==> src/logic/pmu_i2c_regs.svh <==
// constants of the register-access serial port: bus codes, widths, timing
// assumes inclusion from the package and the port module only
`ifndef PMU_I2C_REGS_SVH
`define PMU_I2C_REGS_SVH

// ------------------------------------------------------------------
// bus address bytes
// ------------------------------------------------------------------
`define WRITE_ADDRESS_BYTE 8'h82
`define READ_ADDRESS_BYTE 8'h83

// ------------------------------------------------------------------
// widths and reset values
// ------------------------------------------------------------------
`define PTR_W 8
`define DATA_W 8
`define PTR_RESET 8'h00
`define WR_FIFO_DEPTH 2

// ------------------------------------------------------------------
// timing: fastest serial clock and its length in system cycles
// ------------------------------------------------------------------
`define MCLK_PERIOD_PS 5000
`define SCL_MIN_PERIOD_PS 2500000
`define SCL_MIN_PERIOD_CYC (`SCL_MIN_PERIOD_PS / `MCLK_PERIOD_PS)

`endif

==> src/logic/pmu_i2c_pkg.sv <==
// types shared by the register-access serial port
// assumes the constants header is on the include path
`include "pmu_i2c_regs.svh"
`default_nettype none

package pmu_i2c_pkg;

  // ------------------------------------------------------------------
  // port state, gray along receive path
  // ------------------------------------------------------------------
  typedef enum logic [3:0] {
    st_idle = 4'h0,
    st_dev_addr = 4'h1,
    st_dev_ack = 4'h3,
    st_pointer_byte = 4'h2,
    st_pointer_ack = 4'h6,
    st_wr_data = 4'h7,
    st_wr_ack = 4'h5,
    st_rd_data = 4'h4,
    st_rd_ack = 4'hC,
    st_wait = 4'hD
  } port_state_e;

  // one register write towards the register space
  typedef struct packed {
    logic [`PTR_W-1:0] addr;
    logic [`DATA_W-1:0] data;
  } reg_write_s;

endpackage : pmu_i2c_pkg

`default_nettype wire

==> src/logic/pmu_i2c_register_slave.sv <==
// fixed-address serial slave giving a bus master byte access to registers
// assumes register space reads combinationally at rd_addr on mclk, and
// drains writes through wr_valid/wr_ready; serial pins are asynchronous
//
// Operation
// - Only the write address byte 82h and read address byte 83h are answered, others ignored.
// - Serial clocks up to 400 kHz are served; the master clocks no faster.
// - A write carries the write address byte then a pointer byte loaded into the pointer.
// - Any number of data bytes follow, each stored at the pointer unless the write buffer is full; the pointer advances either way.
// - The pointer advances in the acknowledge phase of every data byte, read or write.
// - After acknowledging the read address byte the device sends bytes from the pointer on.
// - A random read returns the register chosen by the earlier pointer byte.
// - A master ack asks for another byte and the device keeps sending without limit.
// - On the master not-acknowledge the device releases data and stops sending.
// - A read address byte with no pointer byte reads from the pointer left before.
`include "pmu_i2c_regs.svh"
`default_nettype none

module pmu_i2c_register_slave #(
  parameter int FIFO_DEPTH = `WR_FIFO_DEPTH
) (
  // clock and reset
  input wire logic mclk,
  input wire logic arst_n,
  // serial pins
  input wire logic scl_i,
  input wire logic sda_i,
  output logic sda_o,
  output logic sda_oe,
  // register read port
  output logic [`PTR_W-1:0] rd_addr,
  input wire logic [`DATA_W-1:0] rd_data,
  // register write stream
  output logic wr_valid,
  input wire logic wr_ready,
  output pmu_i2c_pkg::reg_write_s wr_word
);

  localparam int AW = (FIFO_DEPTH > 2) ? $clog2(FIFO_DEPTH) : 1;
  localparam int SCL_HALF_CYC = `SCL_MIN_PERIOD_CYC / 2;

  // ------------------------------------------------------------------
  // elaboration checks
  // ------------------------------------------------------------------
  generate
    if (FIFO_DEPTH < 2 || (FIFO_DEPTH & (FIFO_DEPTH - 1)) != 0)
    begin : g_bad_depth
      $error("FIFO_DEPTH must be a power of two, at least 2");
    end
    if (SCL_HALF_CYC < 8)
    begin : g_bad_rate
      $error("system clock too slow for the serial clock");
    end
  endgenerate

  // ------------------------------------------------------------------
  // pin synchronisers and edge detection
  // ------------------------------------------------------------------
  logic scl_s1_ff, scl_s2_ff, scl_d_ff;
  logic sda_s1_ff, sda_s2_ff, sda_d_ff;

  always_ff @(posedge mclk or negedge arst_n)
  begin
    if (!arst_n)
    begin
      scl_s1_ff <= 1'b1;
      scl_s2_ff <= 1'b1;
      scl_d_ff <= 1'b1;
      sda_s1_ff <= 1'b1;
      sda_s2_ff <= 1'b1;
      sda_d_ff <= 1'b1;
    end
    else
    begin
      scl_s1_ff <= scl_i;
      scl_s2_ff <= scl_s1_ff;
      scl_d_ff <= scl_s2_ff;
      sda_s1_ff <= sda_i;
      sda_s2_ff <= sda_s1_ff;
      sda_d_ff <= sda_s2_ff;
    end
  end

  logic scl_rise, scl_fall, start_det, stop_det;
  assign scl_rise = scl_s2_ff & ~scl_d_ff;
  assign scl_fall = ~scl_s2_ff & scl_d_ff;
  // data moving while clock held high
  assign start_det = scl_s2_ff & scl_d_ff & ~sda_s2_ff & sda_d_ff;
  assign stop_det = scl_s2_ff & scl_d_ff & sda_s2_ff & ~sda_d_ff;

  // ------------------------------------------------------------------
  // write buffer
  // ------------------------------------------------------------------
  pmu_i2c_pkg::reg_write_s mem_ff [FIFO_DEPTH];
  logic [AW-1:0] wp_ff, rp_ff;
  logic [AW:0] cnt_ff;
  logic fifo_full, push, pop;
  pmu_i2c_pkg::reg_write_s push_word;

  assign fifo_full = (cnt_ff == (AW+1)'(FIFO_DEPTH));
  assign wr_valid = (cnt_ff != '0);
  assign pop = wr_valid & wr_ready;
  assign wr_word = mem_ff[rp_ff];

  always_ff @(posedge mclk or negedge arst_n)
  begin
    if (!arst_n)
    begin
      wp_ff <= '0;
      rp_ff <= '0;
      cnt_ff <= '0;
      for (int i = 0; i < FIFO_DEPTH; i++)
      begin
        mem_ff[i] <= '0;
      end
    end
    else
    begin
      if (push)
      begin
        mem_ff[wp_ff] <= push_word;
        wp_ff <= wp_ff + AW'(1);
      end
      if (pop)
      begin
        rp_ff <= rp_ff + AW'(1);
      end
      if (push && !pop)
      begin
        cnt_ff <= cnt_ff + (AW+1)'(1);
      end
      else if (pop && !push)
      begin
        cnt_ff <= cnt_ff - (AW+1)'(1);
      end
    end
  end

  // ------------------------------------------------------------------
  // transfer sequencer
  // ------------------------------------------------------------------
  pmu_i2c_pkg::port_state_e state_ff;
  logic [2:0] bit_cnt_ff;
  logic byte_done_ff;
  logic [7:0] rx_sr_ff;
  logic [7:0] tx_sr_ff;
  logic oe_ff;
  logic [`PTR_W-1:0] ptr_ff;
  logic master_ack_ff;
  logic dev_read_ff;
  logic push_ff;
  pmu_i2c_pkg::reg_write_s push_word_ff;

  assign push = push_ff;
  assign push_word = push_word_ff;
  assign sda_o = 1'b0;
  assign sda_oe = oe_ff;
  assign rd_addr = ptr_ff;

  logic rx_state;
  assign rx_state = (state_ff == pmu_i2c_pkg::st_dev_addr)
                 || (state_ff == pmu_i2c_pkg::st_pointer_byte)
                 || (state_ff == pmu_i2c_pkg::st_wr_data);

  always_ff @(posedge mclk or negedge arst_n)
  begin
    if (!arst_n)
    begin
      state_ff <= pmu_i2c_pkg::st_idle;
      bit_cnt_ff <= 3'h0;
      byte_done_ff <= 1'b0;
      rx_sr_ff <= 8'h00;
      tx_sr_ff <= 8'h00;
      oe_ff <= 1'b0;
      ptr_ff <= `PTR_RESET;
      master_ack_ff <= 1'b0;
      dev_read_ff <= 1'b0;
      push_ff <= 1'b0;
      push_word_ff <= '0;
    end
    else
    begin
      push_ff <= 1'b0;
      if (start_det)
      begin
        // fresh or repeated start; pointer kept for current-address read
        state_ff <= pmu_i2c_pkg::st_dev_addr;
        bit_cnt_ff <= 3'h0;
        byte_done_ff <= 1'b0;
        oe_ff <= 1'b0;
      end
      else if (stop_det)
      begin
        state_ff <= pmu_i2c_pkg::st_idle;
        oe_ff <= 1'b0;
      end
      else if (scl_rise)
      begin
        if (rx_state)
        begin
          rx_sr_ff <= {rx_sr_ff[6:0], sda_s2_ff};
          bit_cnt_ff <= bit_cnt_ff + 3'h1;
          byte_done_ff <= (bit_cnt_ff == 3'h7);
        end
        else if (state_ff == pmu_i2c_pkg::st_rd_data)
        begin
          bit_cnt_ff <= bit_cnt_ff + 3'h1;
          byte_done_ff <= (bit_cnt_ff == 3'h7);
        end
        else if (state_ff == pmu_i2c_pkg::st_rd_ack)
        begin
          master_ack_ff <= ~sda_s2_ff;
        end
      end
      else if (scl_fall)
      begin
        unique case (state_ff)
          pmu_i2c_pkg::st_dev_addr:
          begin
            if (byte_done_ff)
            begin
              byte_done_ff <= 1'b0;
              if (rx_sr_ff == `WRITE_ADDRESS_BYTE || rx_sr_ff == `READ_ADDRESS_BYTE)
              begin
                oe_ff <= 1'b1;
                dev_read_ff <= rx_sr_ff[0];
                state_ff <= pmu_i2c_pkg::st_dev_ack;
              end
              else
              begin
                state_ff <= pmu_i2c_pkg::st_wait;
              end
            end
          end
          pmu_i2c_pkg::st_dev_ack:
          begin
            bit_cnt_ff <= 3'h0;
            if (dev_read_ff)
            begin
              // first byte straight after the ack, from the current pointer
              tx_sr_ff <= rd_data;
              oe_ff <= ~rd_data[7];
              state_ff <= pmu_i2c_pkg::st_rd_data;
            end
            else
            begin
              oe_ff <= 1'b0;
              state_ff <= pmu_i2c_pkg::st_pointer_byte;
            end
          end
          pmu_i2c_pkg::st_pointer_byte:
          begin
            if (byte_done_ff)
            begin
              byte_done_ff <= 1'b0;
              ptr_ff <= rx_sr_ff;
              oe_ff <= 1'b1;
              state_ff <= pmu_i2c_pkg::st_pointer_ack;
            end
          end
          pmu_i2c_pkg::st_pointer_ack, pmu_i2c_pkg::st_wr_ack:
          begin
            oe_ff <= 1'b0;
            bit_cnt_ff <= 3'h0;
            state_ff <= pmu_i2c_pkg::st_wr_data;
          end
          pmu_i2c_pkg::st_wr_data:
          begin
            if (byte_done_ff)
            begin
              byte_done_ff <= 1'b0;
              // a full buffer refuses the byte with not-acknowledge
              push_ff <= ~fifo_full;
              push_word_ff <= '{addr: ptr_ff, data: rx_sr_ff};
              oe_ff <= ~fifo_full;
              ptr_ff <= ptr_ff + `PTR_W'(1);
              state_ff <= pmu_i2c_pkg::st_wr_ack;
            end
          end
          pmu_i2c_pkg::st_rd_data:
          begin
            if (byte_done_ff)
            begin
              byte_done_ff <= 1'b0;
              oe_ff <= 1'b0;
              ptr_ff <= ptr_ff + `PTR_W'(1);
              state_ff <= pmu_i2c_pkg::st_rd_ack;
            end
            else
            begin
              tx_sr_ff <= {tx_sr_ff[6:0], 1'b0};
              oe_ff <= ~tx_sr_ff[6];
            end
          end
          pmu_i2c_pkg::st_rd_ack:
          begin
            bit_cnt_ff <= 3'h0;
            if (master_ack_ff)
            begin
              tx_sr_ff <= rd_data;
              oe_ff <= ~rd_data[7];
              state_ff <= pmu_i2c_pkg::st_rd_data;
            end
            else
            begin
              oe_ff <= 1'b0;
              state_ff <= pmu_i2c_pkg::st_wait;
            end
          end
          pmu_i2c_pkg::st_idle, pmu_i2c_pkg::st_wait:
          begin
            oe_ff <= 1'b0;
          end
          default:
          begin
            oe_ff <= 1'b0;
            state_ff <= pmu_i2c_pkg::st_idle;
          end
        endcase
      end
    end
  end

endmodule // pmu_i2c_register_slave

`default_nettype wire

==> config.mk <==
export PLATFORM = sky130hd
export DESIGN_NAME = pmu_i2c_register_slave
export DESIGN_NICKNAME = d
export VERILOG_FILES = /design/src/logic/pmu_i2c_pkg.sv /design/src/logic/pmu_i2c_register_slave.sv
export VERILOG_INCLUDE_DIRS = /design/src /design/src/logic
export SDC_FILE = /design/constraint.sdc
export NUM_CORES = 1
export LEC_CHECK = 0
export BUFFER_PORTS_ARGS = -buffer_cell sky130_fd_sc_hd__buf_2
export CAP_MARGIN = 10
export CORE_MARGIN = 2
export CORE_UTILIZATION = 40
export CTS_CLUSTER_SIZE = 14
export DETAILED_ROUTE_END_ITERATION = 8
export HOLD_SLACK_MARGIN = 0.12
export PLACE_DENSITY = 0.63
export SKIP_LAST_GASP = 1
export SLEW_MARGIN = 15
export SYNTH_ARGS = -nofsm -noshare
export SYNTH_HDL_FRONTEND = slang
export SYNTH_SLANG_ARGS = --single-unit
export TNS_END_PERCENT = 100
==> constraint.sdc <==
create_clock -name mclk -period 3 [get_ports mclk]
set_clock_uncertainty 0.05 [all_clocks]
set_input_delay 0.3 -clock mclk [delete_from_list [all_inputs] [get_ports mclk]]
set_output_delay 0.3 -clock mclk [all_outputs]
set_load 0.01 [all_outputs]
== Yosys cells after proc, flatten, opt, wreduce, memory -nomap -nowiden ==
Index checks and enable logic that the tools add are counted.

* Register bits: 93
* Output and inout port bits: 27
* Logic and storage cells: 174

* Reductions and logical operators: 32
* Bitwise logic cells: 22
* Eq/ne operators: 27
* Add/sub/neg operators: 6
* Multiplexer cells: 59
* $lt $le $gt $ge: 3

{| class="wikitable"
|+ Operators with widths
! operator !! count
|-
| 16-bit two-way mux || 4
|-
| 4-bit two-way mux || 10
|-
| 32-bit bitwise mux || 1
|-
| 4-bit case mux with 8 select lines || 1
|-
| 1-bit two-way mux || 24
|-
| 3-bit two-way mux || 8
|-
| 7-bit two-way mux || 3
|-
| 7-bit case mux with 3 select lines || 1
|-
| 7-bit AND reduction || 3
|-
| 6-bit AND reduction || 3
|-
| 16-bit demux with 1-bit select || 1
|-
| 4-bit by 3-bit equality test with 1-bit output, second input constant || 4
|-
| 8-bit equality test, second input constant || 2
|-
| 8-bit two-way mux || 2
|-
| 4-bit != test, second input constant || 4
|-
| 8-bit case mux with 2 select lines || 1
|-
| 3-bit nonzero test || 5
|-
| 1-bit inverter || 12
|-
| 4-bit AND reduction || 3
|-
| 2-bit != test, second input constant || 5
|-
| 8-bit by 1-bit adder with 8-bit output, second input constant || 1
|-
| 1-bit AND || 8
|-
| 4-bit by 2-bit equality test with 1-bit output, second input constant || 2
|-
| 4-bit equality test, second input constant || 2
|-
| 25 further kinds || 39
|}

== Longest topological paths before layout ==
Gate-level depths: netlist of run 1.

* Depth after elaboration: 9
* Gate-level depth with buffers: 8
* Depth with buffers taken out: 7

== Worst setup path after synthesis of run 1 ==
Ideal clock, no wire load.

* Path type: flip-flop to flip-flop
* Start point: reg scl_d_ff
* End point: reg push_word_ff (netlist bit push_word[0])
* Cell stages (with the launch flop): 8
* Required time: 2825 ps
* Path buffers: 2
* Arrival: 2119 ps
* Setup slack: 707 ps
* Cell sequence: dfstp_2 inv_1 ha_1 clkbuf_1 a2111o_1 nor3_4 buf_6 mux2_2

* Word-level cells in the longest chain between the ends: 5
* Elaborated cells on any way between the ends: 12
* Those cells by class: bitwise: 11; reduce/logical: 1

{| class="wikitable"
|+ RTL lines
! item !! line !! RTL
|-
| start, declared || pmu_i2c_register_slave.sv:59 || <nowiki>logic scl_s1_ff, scl_s2_ff, scl_d_ff;</nowiki>
|-
| start signal, assigned || pmu_i2c_register_slave.sv:77 || <nowiki>scl_d_ff <= scl_s2_ff;</nowiki>
|-
| 1-bit AND || pmu_i2c_register_slave.sv:88, pmu_i2c_register_slave.sv:89 ||
|-
| 1-bit AND, on equally long branches (2 in series) || pmu_i2c_register_slave.sv:89, pmu_i2c_register_slave.sv:88 ||
|-
| 1-bit inverter (no source line) || -- ||
|-
| 6-bit AND reduction (no source line) * || -- ||
|-
| end signal, assigned || pmu_i2c_register_slave.sv:274 || <nowiki>push_word_ff <= '{addr: ptr_ff, data: rx_sr_ff};</nowiki>
|-
| end, declared || pmu_i2c_register_slave.sv:152 || <nowiki>pmu_i2c_pkg::reg_write_s push_word_ff;</nowiki>
|}

Every way passes the cells marked *; elsewhere a longest branch is shown, timed or not.
A chain may end at the register's enable or synchronous reset.

== Worst setup path in the final report of run 1 ==
* Start point: reg state_ff[2]
* End point: reg tx_sr_ff[1]

* Word-level cells in the longest chain between the ends: 3
* Elaborated cells on any way between the ends: 9
* Those cells by class: eq/ne: 6; mux: 1; reduce/logical: 2

{| class="wikitable"
|+ RTL lines
! item !! line !! RTL
|-
| start, declared || pmu_i2c_register_slave.sv:142 || <nowiki>pmu_i2c_pkg::port_state_e state_ff;</nowiki>
|-
| start signal, assigned || pmu_i2c_register_slave.sv:169 || <nowiki>state_ff <= pmu_i2c_pkg::st_idle;</nowiki>
|-
| start signal, assigned || pmu_i2c_register_slave.sv:187 || <nowiki>state_ff <= pmu_i2c_pkg::st_dev_addr;</nowiki>
|-
| start signal, assigned || pmu_i2c_register_slave.sv:194 || <nowiki>state_ff <= pmu_i2c_pkg::st_idle;</nowiki>
|-
| 4-bit by 2-bit equality test with 1-bit output, or another cell as far along || pmu_i2c_register_slave.sv:217 || <nowiki>unique case (state_ff)</nowiki>
|-
| 2-bit != test (no source line) / 3-bit nonzero test (equally long branches) || -- ||
|-
| 8-bit AND reduction (no source line) || -- ||
|-
| end signal, assigned || pmu_i2c_register_slave.sv:241 || <nowiki>tx_sr_ff <= rd_data;</nowiki>
|-
| end signal, assigned || pmu_i2c_register_slave.sv:291 || <nowiki>tx_sr_ff <= {tx_sr_ff[6:0], 1'b0};</nowiki>
|-
| end signal, assigned || pmu_i2c_register_slave.sv:300 || <nowiki>tx_sr_ff <= rd_data;</nowiki>
|-
| end, declared || pmu_i2c_register_slave.sv:146 || <nowiki>logic [7:0] tx_sr_ff;</nowiki>
|}

Several ways; a longest one is shown, not always the timed one.

==> metrics.cfg, run 1 <==
[yosys]
synth_edf_count=0
synth_seq_cells=93
syn-num-nets=397
syn_inst=377
synthFlopType=dfrtp_1
synth_area_per_cell_um2=12.07
synth_top_area_cell=dfrtp_1
netlist_top_cells_area=dfrtp_1, mux2_2, dfstp_2, nand2_1, ha_1
synth_top_area_share_pct=47.85
synth_seq_area_share_pct=51.32
yosys_warnings=0
synth_cell_type_count=53
ys_async_sr_fraction_pct=100.0
syn_area_um2=4549

[sta]
fmaxAchievable_ghz=0.4143
setup_ws_ps=586.3
whs_ps=206.7
period_minus_slack_ps=2414
relSlewSlack_pct=49.14
finalHoldViolCount=0
drv_slew=0
fin_setup_tns_ps=0
period_share_pct=80.46
rsz0062_at_grt=no
tightest_slew_ps=761.1
setup_viol=0

[clock_tree]
cts_setup_buffers=0
cts_tree=yes
clk_pin_slew_ps=60
cts_max_level=3
cts_resized=0
clock-sinks=93
clock_latency_ps=340
root_buffer=clkbuf_16
cts_buffer_depth=2
cts_buffers=9

[route]
wl_met3_um=343
routed-via-count=2973
first_pass_iters=4
highest_layer=met4
antenna_left=0
wl_per_cell_um=15.45
routed_wl_mm=8.622
wl_met2_mm=3.933
drc_errors=0
vias_per_cell=5.328
drt_iter0_drc=130
wl_met1_mm=4.179

[hold_path]
hold_class=in2reg

[floorplanning]
initial_core_util_pct=41.42
core-area_um2=10980
die_height_um=110.6
rows=38
dieWidth_um=110.6
die-area_um2=12240
num_io_pins=40

[power_and_ir_drop]
p_switching_mw=1.183
sw_frac_of_total_pct=32.52
p_int_mw=2.454
powerDensity_nw_per_um2=701.0
peakVddDrop_v=0.0003610
p_leak_nw=2.485
clkPwrFrac_pct=30.6
pwr-share-comb_pct=23.4
p_seq_share_pct=46.0
total_power_mw=3.637

[global_routing]
overflow=0
grt_pass1_vias=2913
grt_max_degree=53
grt_antenna_before_repair=0
grt_pass1_wl_mm=14.96
grt.total_usage_pct=15.05

[outcome]
status=finished clean

[worst_setup_path]
critical_path_required_ps=3170
start_kind=flop
path_max_fanout=21
crit_arrival_ps=2590
critical_path.endpoint_type=flop
timing_worst_setup_path_type=reg2reg

[placed_design]
hpwl_mm=5.977
place.gp.congestion=0.7996
dpl_worst_slack_ps=564.8
dpl_cell_area_um2=4868
numPortBuffers=38

[cells_and_area]
area_delta_synth_final_pct=14.03
final_cell_mix=mux2_2, dfrtp_1, buf_2
num_antenna_cells=0
postLayoutCellArea_um2=5187
nets=434
drive_gt1_share_pct=38.76

[run]
cap_violations=0

==> state kept, by name, indices dropped and copies added, names as in the netlist, 2 cells and up <==
register,flops
mem_ff,32
rx_sr_ff,8
bit_cnt_ff,3
cnt_ff,2
rd_addr,8
state_ff,4
push_word,16
tx_sr_ff,7
==> repair_timing <==
item | 4_1_cts | 5_1_grt
endpoints found under the hold margin | 47 | 0
hold buffers | 3 | 0
endpoints found under the setup margin | 0 | 0
==> per-stage QoR <==
| step | utilization (%) | cells |
|---|---|---|
| global route | 47.23 | 558 |
| finish | 47.23 | 558 |
| detailed placement | 44.33 | 540 |
| floorplan | - | 377 |
| global placement | 44.33 | 540 |
| CTS | 47.23 | 558 |
==> final timing paths <==
check,from,endpoint,slack (ps),cells past startpoint
max,state_ff[2]$_DFFE_PN0P_,tx_sr_ff[1]$_DFFE_PN0P_,590,4
min reg2reg,sda_s1_ff$_DFF_PN1_,sda_s2_ff$_DFF_PN1_,300,0
min in group asynchronous,arst_n,state_ff[3]$_DFFE_PN0P_,490,2
max reg2reg,state_ff[2]$_DFFE_PN0P_,tx_sr_ff[1]$_DFFE_PN0P_,590,4
min,wr_ready,rp_ff$_DFFE_PN0P_,210,3
max in group asynchronous,arst_n,rx_sr_ff[1]$_DFFE_PN0P_,1750,3
==> per-layer routing <==
layer / GRT usage [%] / vias to the layer above
met1: 21.95 / 1475
met4: 7.000 / 0
met3: 1.976 / 11
li1: - / 1427
met5: 0 / -
met2: 22.29 / 60
==> power by group through the flow <==
stage | logic (mW) | clock network, mW | registers, mW
4_1_cts | 0.855 | 1.15 | 1.67
3_3_place_gp | 0.832 | 0 | 1.69
3_5_place_dp | 0.848 | 0 | 1.70
6_report | 0.851 | 1.11 | 1.67
2_1_floorplan | 0.819 | 0 | 1.49
5_1_grt | 0.954 | 1.20 | 1.71
==> synthesized netlist by cell type, types with 2 or more instances <==
library cell	count
o311ai_0	3
buf_1	3
o211ai_1	3
or3_1	2
dfrtp_1	87
nand2b_1	3
clkbuf_1	10
a21oi_1	17
o21ai_0	15
xnor2_1	4
o21a_1	2
nor2_1	10
xor2_1	5
nor3_1	3
nand2_1	29
o31ai_1	4
nand3_1	6
nor2b_1	7
ha_1	7
buf_2	4
buf_6	2
mux2_2	87
a211oi_1	4
nor3_2	2
a21oi_2	4
mux2i_1	3
a21boi_0	2
inv_1	11
o22ai_1	6
dfstp_2	6
nand4_1	3
and2_1	2
==> worst max-delay path, cell delays in order (launching register included) <==
cell and delay [ps]:
dfrtp_1 730, nand2b_1 360, nor3_2 500, mux2_2 390, mux2_2 260
==> cells by family (layout without fill, tap and decap cells) <==
logic type	after synthesis	count (layout)	share of synthesized area [%]
muxes	90	90	22.19
and+or+nand+nor	76	76	8.774
xor gates and xnor gates	10	10	2.228
other	1	1	0.08243
buffers and inverters	31	72	3.080
DFF	93	93	51.32
adders and majority gates	8	8	2.145
AOI/OAI and AO/OA	68	68	10.18
==> cell type report <==
type                    instances  area [µm²]
clock buffers                  10       229.0
clock inverters                 5       60.06
inverters                      11       41.29
fillers                      1015        5796
flip-flops and latches         93        2335
multi-input cells             253        2074
well taps                     140       175.2
repair buffers                 46       272.8
Note: power is estimated with default switching activity, not from simulation.
==> run 2, diff against run 1 <==
- PLACE_DENSITY: 0.63 -> 0.65
- clock period: 3 -> 2 ns (I/O delays scaled with it)
==> run 2 against run 1 <==
Effect of this change: largest power group unchanged; clock power grew 46%; maximum frequency grew 17%; sequential power grew 40%; non-clock buffer count grew 32; the run now ends with negative setup slack left; final cell count grew 5.9%.
==> metrics.cfg, run 2 (synthesis gave the netlist of run 1 again) <==
[global_routing]
overflow=0  ; unchanged
grt_pass1_wl_mm=15.87  ; +6.1%
grt_pass1_vias=3201  ; +9.9%
grt_max_degree=42  ; -21%
grt.total_usage_pct=15.86  ; +0.82 points
grt_antenna_before_repair=0  ; unchanged

[route]
routed_wl_mm=9.082  ; +5.3%
drc_errors=0  ; unchanged
wl_met3_um=308  ; -10%
routed-via-count=3108  ; +4.5%
wl_met1_mm=4.442  ; +6.3%
wl_per_cell_um=15.37  ; -0.55%
drt_iter0_drc=121  ; -6.9%
antenna_left=0  ; unchanged
wl_met2_mm=4.181  ; +6.3%
first_pass_iters=4  ; unchanged
highest_layer=met4
vias_per_cell=5.259  ; -1.3%

[worst_setup_path]
crit_family=flip-flops
path_max_fanout=16  ; -24%
rrSetupSlack_ps=-60  ; -650 ps
critical_path.endpoint_type=flop
crit_arrival_ps=2240  ; -350 ps
start_kind=flop
path_buf_inv=2  ; +2
crit_slowest_cell=dfstp_2
endpoint=push_word[1]$_DFFE_PN0P_
timing_worst_setup_path_type=reg2reg
crit_start=scl_d_ff$_DFF_PN1_
r2r-end=push_word[1]$_DFFE_PN0P_
critical_path_required_ps=2180  ; -990 ps
crit_chain=inv_2 -> ha_4 -> a2111o_1 -> nor3_4 -> buf_12 -> mux2_2
reg2reg_depth=6  ; +2
r2r-start=scl_d_ff$_DFF_PN1_
slowest_delay_ps=570  ; -160 ps
crit_cells=6  ; +2

[clock_tree]
cts_max_level=3  ; unchanged
clock-sinks=93  ; unchanged
cts_buffers=9  ; unchanged
cts_buffer_depth=2  ; unchanged
cts_tree=yes
clock_latency_ps=340  ; about the same
root_buffer=clkbuf_16
clk_pin_slew_ps=70  ; about the same

[floorplanning]
core-area_um2=10980  ; unchanged
dieWidth_um=110.6  ; unchanged
num_io_pins=40  ; unchanged
die-area_um2=12240  ; unchanged
rows=38  ; unchanged
die_height_um=110.6  ; unchanged
initial_core_util_pct=41.42  ; unchanged

[sta]
rsz0062_at_grt=yes
fmaxAchievable_ghz=0.4848  ; +17%
period_share_pct=103.1  ; +23 points
period_minus_slack_ps=2063  ; -351.2 ps
setup_ws_ps=-62.59  ; -648.8 ps
drv_slew=0  ; unchanged
fin_setup_tns_ps=-857.1  ; -857.1 ps
finalHoldViolCount=0  ; unchanged
setup_viol=23  ; +23

[outcome]
status=finished, violations left
failed_checks=negative setup slack

[power_and_ir_drop]
p_int_mw=3.787  ; +54%
p_switching_mw=1.916  ; +62%
clkPwrFrac_pct=28.3  ; -2.3 points
p_leak_nw=2.657  ; +6.9%
p_seq_share_pct=41.1  ; -4.9 points
peakVddDrop_v=0.0004783  ; +32%
powerDensity_nw_per_um2=1027  ; +46%
total_power_mw=5.703  ; +57%
sw_frac_of_total_pct=33.60  ; +1.1 points
pwr-share-comb_pct=30.6  ; +7.2 points

[cells_and_area]
fill_cells=959  ; -5.5%
seq_area_um2=2336  ; about the same
num_antenna_cells=0  ; unchanged
nets=466  ; +7.4%
multi_input_area_um2=2173  ; +4.8%
area_delta_synth_final_pct=22.08
regMostFlops=mem_ff
final_cell_mix=mux2_2, dfrtp_1, buf_2
largest_register_ffs=32  ; unchanged
drive_gt1_share_pct=47.45  ; +8.7 points

[hold_path]
hold_class=in2reg

[run]
cap_violations=0  ; unchanged

[placed_design]
numPortBuffers=38  ; unchanged
place.gp.congestion=0.8334  ; +4.2%
hpwl_mm=6.489  ; +8.6%

-- run 2: cell count changes in the layout (fill, tap and decap cells not counted), sizes merged --
cell	previous run	this run
buf	43	74
dlygate4sd3	3	4
bufinv	1	0
inv	13	15
clkinv	1	2
clkbuf	10	9
-- run 2: how the worst min path moves through the flow --
stage | start | endpoint | slack, ps | cells after the start
final | rd_data[0] | tx_sr_ff[0]$_DFFE_PN0P_ | 150 | 3
after global routing | rd_data[6] | tx_sr_ff[6]$_DFFE_PN0P_ | 180 | 3
after CTS | rd_data[0] | tx_sr_ff[0]$_DFFE_PN0P_ | 160 | 3
after detailed placement | arst_n | sda_oe$_DFFE_PN0P_ | 140 | 1
after global placement | arst_n | sda_oe$_DFFE_PN0P_ | 140 | 1
after floorplan | arst_n | bit_cnt_ff[0]$_DFFE_PN0P_ | -150 | 0
-- run 2: timing repair --
action / 4_1_cts / 5_1_grt
pin swaps: 1 / 1
hold buffers: 4 / 0
cloned: 1 / 0
gates resized for setup: 11 / 8
buffers inserted: 1 / 0
endpoints found under the hold margin: 37 / 0
setup endpoints to repair: 27 / 47
-- run 2: worst min-delay path: cells and delay by family --
| family | cells | cell delay, ps |
|---|---|---|
| muxes | 1 | 140 |
| and+or+nand+nor | 1 | 100 |
| buffers and inverters | 1 | 70 |
-- run 2: layer usage --
metal,track usage (%),up-vias
met5,0,-
met1,22.42,1536
met2,24.46,58
met4,5.917,0
met3,2.854,12
li1,-,1502
-- run 2: cell type report --
class	count	area share, %
flip-flops and latches	93	42.06
multi-input cells	253	39.13
repair buffers	78	9.867
clock buffers	9	4.055
well taps	140	3.154
clock inverters	7	0.9912
inverters	11	0.7434
-- run 2: stage by stage --
stage / hold slack (ps) / std cells / worst slack (ps) / util, % / cell area [µm²]
2_1_floorplan: -145.6 / 377 / -185.1 / - / 4597
3_3_place_gp: 135.8 / 569 / -92.95 / 46.88 / 5149
3_5_place_dp: 144.7 / 569 / -150.3 / 46.88 / 5149
4_1_cts: 157.1 / 591 / -77.19 / 50.25 / 5519
5_1_grt: 178.2 / 591 / -132.5 / 50.57 / 5554
6_report: 154.3 / 591 / -62.59 / 50.57 / 5554
-- run 2: power groups by stage --
stage | sequential [mW] | clock [mW] | combinational (mW)
after floorplan | 2.24 | 0 | 1.25
after global placement | 2.37 | 0 | 1.67
after detailed placement | 2.37 | 0 | 1.69
after CTS | 2.34 | 1.66 | 1.73
after global routing | 2.38 | 1.74 | 1.93
final | 2.34 | 1.62 | 1.75
